### config.mk
export PLATFORM = sky130hd
export DESIGN_NAME = port_pin_config_control
export DESIGN_NICKNAME = d
export VERILOG_FILES = /design/src/hw/pin_sync.v /design/src/hw/port_pin_config_control.v
export VERILOG_INCLUDE_DIRS = /design/src /design/src/hw
export SDC_FILE = /design/constraint.sdc
export NUM_CORES = 1
export LEC_CHECK = 0
export CAP_MARGIN = 40
export CELL_PAD_IN_SITES_DETAIL_PLACEMENT = 1
export CELL_PAD_IN_SITES_GLOBAL_PLACEMENT = 2
export CORE_AREA = 2 2 99 101
export CTS_CLUSTER_SIZE = 10
export DETAILED_ROUTE_END_ITERATION = 10
export DIE_AREA = 0 0 101 103
export DONT_BUFFER_PORTS = 1
export PLACE_DENSITY = 0.84
export SLEW_MARGIN = 10
export SYNTH_ARGS = -nofsm -noshare
export SYNTH_HDL_FRONTEND = slang
export SYNTH_SLANG_ARGS = --single-unit
### constraint.sdc
create_clock -name clk -period 1.4 [get_ports clk]
set_clock_uncertainty 0.15 [all_clocks]
set_input_delay 0.07 -clock clk [delete_from_list [all_inputs] [get_ports clk]]
set_output_delay 0.07 -clock clk [all_outputs]
set_load 0.05 [all_outputs]
### src/hw/port_pin_config_consts.vh
// Purpose: constants for the port pin configuration block
// Assumes: 8-bit register port, 6 port pins
// Notes:   register offsets are local choices
`ifndef PORT_PIN_CONFIG_CONSTS_VH
`define PORT_PIN_CONFIG_CONSTS_VH

`define PPC_ADDR_W          4
`define PPC_OFF_ANALOG      4'h0
`define PPC_OFF_PULLUP      4'h1
`define PPC_OFF_CHGEN       4'h2
`define PPC_OFF_PORT        4'h3
`define PPC_OFF_DIR         4'h4
`define PPC_OFF_CTRL        4'h5
`define PPC_OFF_IRQ_STAT    4'h6
`define PPC_OFF_IRQ_EN      4'h7
`define PPC_OFF_IRQ_CLR     4'h8

`define PPC_ANALOG_RST      8'h0F
`define PPC_ANALOG_MASK     8'h7F
`define PPC_PULLUP_RST      6'h37
`define PPC_PULLUP_MASK     6'h37
`define PPC_CHGEN_RST       6'h00
`define PPC_DIR_RST         6'h3F
`define PPC_CTRL_RST        2'h0

`define PPC_CLKSEL_HI       6
`define PPC_CLKSEL_LO       4
`define PPC_CLK_DIV2        3'h0
`define PPC_CLK_DIV8        3'h1
`define PPC_CLK_DIV32       3'h2
`define PPC_CLK_DIV4        3'h4
`define PPC_CLK_DIV16       3'h5
`define PPC_CLK_DIV64       3'h6
`define PPC_CLK_RC_LOW      2'h3

`define PPC_PIN_THREE       3
`define PPC_XTAL_PINS       6'h30

`define PPC_CTRL_GPULL      0
`define PPC_CTRL_GIRQ       1

`define PPC_EV_CHANGE       0
`define PPC_EV_WIDTH        1

`endif

### src/hw/pin_sync.v
// Purpose: three-stage synchroniser for port pin inputs
// Assumes: pins are asynchronous to clk
// Notes:   a change is accepted once stages two and three agree
`timescale 1ns/1ns
module pin_sync #(
  parameter WIDTH = 6
) (
  // clock and reset
  input  wire             clk,
  input  wire             resetn,
  input  wire             ce,
  // data
  input  wire [WIDTH-1:0] async_in,
  output reg  [WIDTH-1:0] sync_out
);

  reg [WIDTH-1:0] s1_q;
  reg [WIDTH-1:0] s2_q;
  reg [WIDTH-1:0] s3_q;
  integer         i;

  always @(posedge clk or negedge resetn) begin
    if (!resetn) begin
      s1_q     <= {WIDTH{1'b0}};
      s2_q     <= {WIDTH{1'b0}};
      s3_q     <= {WIDTH{1'b0}};
      sync_out <= {WIDTH{1'b0}};
    end else if (ce) begin
      s1_q <= async_in;
      s2_q <= s1_q;
      s3_q <= s2_q;
      for (i = 0; i < WIDTH; i = i + 1) begin
        if (s2_q[i] == s3_q[i]) begin
          sync_out[i] <= s3_q[i];
        end
      end
    end
  end

endmodule

### src/hw/port_pin_config_control.v
// Purpose: per-pin analog select, weak pull-up and change-interrupt control for a six-pin port
// Assumes: single clock, register port with read data one cycle after the read strobe
// Notes:   pin electrical drive is modelled as output, output enable and pull-up enable signals
//
// Overview of operation
// - converter clock code decodes to divider or RC
// - analog bits 3-0 map pins 4,2,1,0
// - analog pin kills input, pull-up, change detect
// - pull-up bits 5-4, 2-0 enable pull-ups
// - global pull-up permission also required
// - output direction turns pull-up off
// - pin three pull-up only as master clear
// - crystal mode: pull-up bits 5-4 read one
// - change enable bits arm pins, reset zero
// - change interrupt needs global interrupt enable
// - crystal mode: change enable 5-4 read one
// - unimplemented bits ignore writes, read zero
// - flag set beats simultaneous clear
// - armed mismatches versus last read set flag
// - analog pin digital reads return zero
//
// The strobed register port and the register offsets are this design's own decisions.
`timescale 1ns/1ns
`include "port_pin_config_consts.vh"
module port_pin_config_control #(
  parameter NPINS = 6
) (
  // clock, reset, enable
  input  wire                   clk,
  input  wire                   resetn,
  input  wire                   ce,
  // register port
  input  wire [`PPC_ADDR_W-1:0] addr,
  input  wire [7:0]             wdata,
  input  wire                   wr,
  input  wire                   rd,
  output reg  [7:0]             rdata,
  // device configuration
  input  wire                   master_clear_function_enable,
  input  wire                   xtal_mode,
  // port pins
  input  wire [NPINS-1:0]       pin_in,
  output wire [NPINS-1:0]       pin_out,
  output wire [NPINS-1:0]       pin_oe,
  output wire [NPINS-1:0]       pin_pullup,
  output wire [NPINS-1:0]       pin_analog,
  // converter clock selection
  output reg  [2:0]             conv_div_sel,
  output reg                    conv_use_rc,
  // interrupt
  output wire                   port_change_flag,
  output wire                   irq
);

  reg  [7:0]       analog_select_q;
  reg  [NPINS-1:0] pullup_enable_q;
  reg  [NPINS-1:0] change_irq_enable_q;
  reg  [NPINS-1:0] port_latch_q;
  reg  [NPINS-1:0] pin_direction_q;
  reg  [1:0]       ctrl_q;
  reg  [NPINS-1:0] last_read_q;
  reg              change_flag_q;
  reg  [`PPC_EV_WIDTH-1:0] irq_stat_q;
  reg  [`PPC_EV_WIDTH-1:0] irq_en_q;
  reg  [7:0]       rdata_d;

  wire [NPINS-1:0] pin_sync_q;
  wire [NPINS-1:0] analog_pins;
  wire [NPINS-1:0] digital_in;
  wire [NPINS-1:0] mismatch;
  wire             change_set;
  wire             flag_clear;
  wire             port_rd;
  wire             port_wr;
  wire [5:0]       pullup_view;
  wire [5:0]       chgen_view;

  function is_addr;
    input [`PPC_ADDR_W-1:0] a;
    input [`PPC_ADDR_W-1:0] off;
    begin
      is_addr = (a == off);
    end
  endfunction

  pin_sync #(
    .WIDTH    (NPINS)
  ) u_sync (
    .clk      (clk),
    .resetn   (resetn),
    .ce       (ce),
    .async_in (pin_in),
    .sync_out (pin_sync_q)
  );

  // analog bit order: bit3 pin4, bit2 pin2, bit1 pin1, bit0 pin0
  assign analog_pins = {1'b0, analog_select_q[3], 1'b0,
                        analog_select_q[2], analog_select_q[1], analog_select_q[0]};

  assign digital_in = pin_sync_q & ~analog_pins;

  assign pin_analog = analog_pins;
  assign pin_out    = port_latch_q;
  assign pin_oe     = ~pin_direction_q; // output drive unaffected by analog select

  genvar g;
  generate
    for (g = 0; g < NPINS; g = g + 1) begin : pull_gen
      if (g == `PPC_PIN_THREE) begin : master_clear_function_pull
        assign pin_pullup[g] = master_clear_function_enable;
      end else begin : norm_pull
        assign pin_pullup[g] = pullup_enable_q[g] & ctrl_q[`PPC_CTRL_GPULL]
                               & pin_direction_q[g] & ~analog_pins[g];
      end
    end
  endgenerate

  // converter clock decode
  always @* begin
    conv_use_rc  = (analog_select_q[`PPC_CLKSEL_LO+1:`PPC_CLKSEL_LO] == `PPC_CLK_RC_LOW);
    conv_div_sel = analog_select_q[`PPC_CLKSEL_HI:`PPC_CLKSEL_LO];
  end

  assign port_rd = rd & is_addr(addr, `PPC_OFF_PORT);
  assign port_wr = wr & is_addr(addr, `PPC_OFF_PORT);

  assign mismatch   = (digital_in ^ last_read_q) & change_irq_enable_q & ~analog_pins;
  assign change_set = |mismatch;
  assign flag_clear = wr & is_addr(addr, `PPC_OFF_CTRL) & ~wdata[`PPC_CTRL_GIRQ + 1];

  assign port_change_flag = change_flag_q;
  assign irq = |(irq_stat_q & irq_en_q) & ctrl_q[`PPC_CTRL_GIRQ];

  // pin three has no software pull-up; crystal pins read back as one
  assign pullup_view = (xtal_mode ? (pullup_enable_q | `PPC_XTAL_PINS) : pullup_enable_q)
                       & `PPC_PULLUP_MASK;
  assign chgen_view  = xtal_mode ? (change_irq_enable_q | `PPC_XTAL_PINS)
                                 : change_irq_enable_q;

  always @(posedge clk or negedge resetn) begin
    if (!resetn) begin
      analog_select_q     <= `PPC_ANALOG_RST;
      pullup_enable_q     <= `PPC_PULLUP_RST;
      change_irq_enable_q <= `PPC_CHGEN_RST;
      port_latch_q        <= {NPINS{1'b0}};
      pin_direction_q     <= `PPC_DIR_RST;
      ctrl_q              <= `PPC_CTRL_RST;
      irq_en_q            <= {`PPC_EV_WIDTH{1'b0}};
    end else if (ce && wr) begin
      case (addr)
        `PPC_OFF_ANALOG: analog_select_q     <= wdata & `PPC_ANALOG_MASK;
        `PPC_OFF_PULLUP: pullup_enable_q     <= wdata[5:0] & `PPC_PULLUP_MASK;
        `PPC_OFF_CHGEN:  change_irq_enable_q <= wdata[5:0];
        `PPC_OFF_PORT:   port_latch_q        <= wdata[5:0];
        `PPC_OFF_DIR:    pin_direction_q     <= wdata[5:0];
        `PPC_OFF_CTRL:   ctrl_q              <= wdata[1:0];
        `PPC_OFF_IRQ_EN: irq_en_q            <= wdata[`PPC_EV_WIDTH-1:0];
        default: ;
      endcase
    end
  end

  // last-read latch and change flag; port read or write ends the mismatch
  always @(posedge clk or negedge resetn) begin
    if (!resetn) begin
      last_read_q   <= {NPINS{1'b0}};
      change_flag_q <= 1'b0;
      irq_stat_q    <= {`PPC_EV_WIDTH{1'b0}};
    end else if (ce) begin
      if (port_rd || port_wr) begin
        last_read_q <= digital_in;
      end
      if (change_set) begin
        change_flag_q <= 1'b1;
      end else if (flag_clear) begin
        change_flag_q <= 1'b0;
      end
      if (change_set) begin
        irq_stat_q[`PPC_EV_CHANGE] <= 1'b1;
      end else if (wr && is_addr(addr, `PPC_OFF_IRQ_CLR) && wdata[`PPC_EV_CHANGE]) begin
        irq_stat_q[`PPC_EV_CHANGE] <= 1'b0;
      end
    end
  end

  always @* begin
    case (addr)
      `PPC_OFF_ANALOG:   rdata_d = analog_select_q;
      `PPC_OFF_PULLUP:   rdata_d = {2'h0, pullup_view};
      `PPC_OFF_CHGEN:    rdata_d = {2'h0, chgen_view};
      `PPC_OFF_PORT:     rdata_d = {2'h0, digital_in};
      `PPC_OFF_DIR:      rdata_d = {2'h0, pin_direction_q};
      `PPC_OFF_CTRL:     rdata_d = {5'h00, change_flag_q, ctrl_q};
      `PPC_OFF_IRQ_STAT: rdata_d = {7'h00, irq_stat_q};
      `PPC_OFF_IRQ_EN:   rdata_d = {7'h00, irq_en_q};
      default:           rdata_d = 8'h00;
    endcase
  end

  always @(posedge clk or negedge resetn) begin
    if (!resetn) begin
      rdata <= 8'h00;
    end else if (ce) begin
      rdata <= rd ? rdata_d : 8'h00;
    end
  end

endmodule

==> results.ini <==
[status]
status = finished, violations left
violations = negative hold slack, negative setup slack

[synthesis]
postSynthCellCount = 293
async_flop_share = 1.00
synth-edff-count = 0
synthFlopType = dfrtp_1
syn_avg_cell_area_sq_um = 11.6
ys_seq_area_frac = 0.537
ys_warn_count = 0
synth_top_area_frac = 0.421
yosysUniqueCellTypes = 51
yosys.area.top_type = dfrtp_1
ys_ff_latch = 72
synth_commonest_cells = dfrtp_1 (57), mux2_2 (39), o21ai_0 (26)
synth_area_sq_um = 3390
synth_most_common_cell = dfrtp_1
synth_area_leaders = dfrtp_1 (42%), mux2_2 (13%), dfstp_2 (12%), o21ai_0 (3.8%), mux2_4 (2.2%)

[setup_path]
critical_path_required_ns = 1.48
critPathKind = flip-flop to flip-flop
end_kind = flip-flop
arrival_ns = 1.73
startpoint_type = flip-flop
worstPathMaxFanout = 4

[placed_design]
io_buffers = 0
gp_congestion = 0.839
post-place-ws_ns = -0.351
postPlaceCellArea_sq_um = 3960
post-place-cells = 450
dpl.hpwl_microns = 6500

[power_and_ir_drop]
ir_drop_mv = 0.588
p_per_area_nw_per_um2 = 1440
p_leak_uw = 0.00213

[detailed_routing]
via_per_inst = 5.33
dr.pass1.iters = 4
wire_per_inst_microns = 20.1
drc = 0
drt_iter0_markers = 225
ant_nets = 0
vias = 2713
totalWireLength_microns = 10300

[finish]
drive_above_1_share = 0.451
syn_to_final_growth_pct = 40.1
antenna_cells = 0
instances_no_fill = 509
final_area_sq_um = 4750
fillCellCount = 1003
finalNetCount = 415

[clock_network]
clockBufferDepth = 2
cts_root_buf = clkbuf_8
numCtsBuffers = 9
path_clk_slew_ns = 0.07
clock-sinks = 72
cts_tree = built
htree_num_levels = 3
insertion_delay_ns = 0.35

[sta]
finalHoldViolCount = 85
min_period_ns = 1.65
slew_violations = 0
final-setup-viol-count = 16
setup_ws_ns = -0.246
max_freq_mhz = 608
maxSlewHeadroom = 0.604
worstMarginPinSlew_ns = 0.589
fin_hold_ws_ns = -0.741
fin_tns_setup_ns = -1.85
rsz0062_at_grt = yes
period_share = 1.18

[die]
core_sq_um = 9460
dieHeight_microns = 103
die_area_sq_um = 10400
fp-row-count = 36
die_w_microns = 101
io_pins = 63
start_util = 0.358

[grt]
grt_pass1_vias = 2877
grt_overflow = 0
grt_start_max_net_pins = 73
antenna_found_initial = 0
grt_use_total = 0.202
grt_pass1_wl_microns = 15700

[flow_run]
maxCapViolCount = 0

[min_path]
hold_path_class = primary input to asynchronous set/reset pin

==> worst max-delay path: stages, from the launching register on <==
cell and delay, ns:
dfstp_4 0.67, nor2b_4 0.05, mux4_2 0.47, a21oi_2 0.13
o2bb2ai_1 0.06
==> layout by cell type (no fill, tap or decap), types with 3 or more instances in the layout <==
cell type,count
nor2b_1,5
conb_1,3
a21oi_1,8
nor3_1,7
a22o_1,3
clkbuf_1,5
buf_6,11
buf_12,9
inv_2,3
nor2_1,9
o2bb2ai_1,5
buf_4,53
dfrtp_1,57
dfstp_2,13
mux2i_1,6
mux2_4,5
o21ai_0,24
and3_4,3
dlygate4sd3_1,23
clkbuf_8,9
xor2_1,6
inv_1,15
nand2_1,18
mux2_2,39
buf_8,3
==> per-stage QoR <==
step	total power (uW)	util	hold WS [ns]
after floorplan	4190	-	-0.376
after global placement	4810	0.418	-0.373
after detailed placement	4880	0.418	-0.373
after CTS	6600	0.483	-0.754
after global routing	7190	0.502	-0.766
final	6830	0.502	-0.741
==> flip-flops by register name, summed over array words and instances (netlist names), 2 cells and up <==
register             cells
change_irq_enable_q      6
analog_select_q          7
pin_direction_q          6
u_sync.sync_out          6
pullup_enable_q          5
u_sync.s1_q              6
rdata                    7
u_sync.s2_q              6
ctrl_q                   2
pin_out                  6
last_read_q              6
u_sync.s3_q              6
==> path summary, 6_finish.rpt <==
path,from,endpoint,slack (ns),depth (start not counted)
min reg2reg,rdata[2],rdata[2],0.34,1
min in group clk,addr[1],rdata[1],-0.19,3
max reg2reg,analog_select_q[1],rdata[1],-0.25,4
min,resetn,u_sync.s1_q[5],-0.74,0
max,analog_select_q[1],rdata[1],-0.25,4
max in group asynchronous,resetn,pin_direction_q[0],1.64,0
==> where the power goes <==
part           switching [uW]  internal (uW)  total (uW)
clock network             750            642        1390
logic                    1330           1190        2520
registers                 344           2580        2920
==> logic make-up after synthesis <==
logic type      after synthesis  synth area share
compound gates               58             0.107
mux                          51             0.176
other cells                   1           0.00111
buf+inv                      35            0.0494
xor+xnor                      6            0.0155
flops                        72             0.537
simple gates                 70             0.114
==> per-layer routing <==
layer	track usage	up-vias	routed length, microns
met4	0.0832	0	231
met3	0.0441	20	584
met1	0.267	1379	4520
met5	0	-	0
li1	-	1237	-
met2	0.324	77	4920
==> final cells by class <==
class | count | area (sq um) | area share
clock buffer | 14 | 143 | 0.0300
sequential | 72 | 1830 | 0.385
multi-input combinational | 188 | 1560 | 0.328
tap | 114 | 143 | 0.0300
inverter | 18 | 67.6 | 0.0142
clock inverter | 2 | 10.0 | 0.00211
timing repair buffer | 101 | 1000 | 0.211
==> what timing repair did <==
item,4_1_cts,5_1_grt
gates cloned,0,0
gates resized for setup,35,25
hold buffers,26,7
pin swaps,8,12
buffers inserted,8,8
hold endpoints to repair,139,108
endpoints found under the setup margin,20,38
No activity file was read; power rests on OpenSTA's default activity.
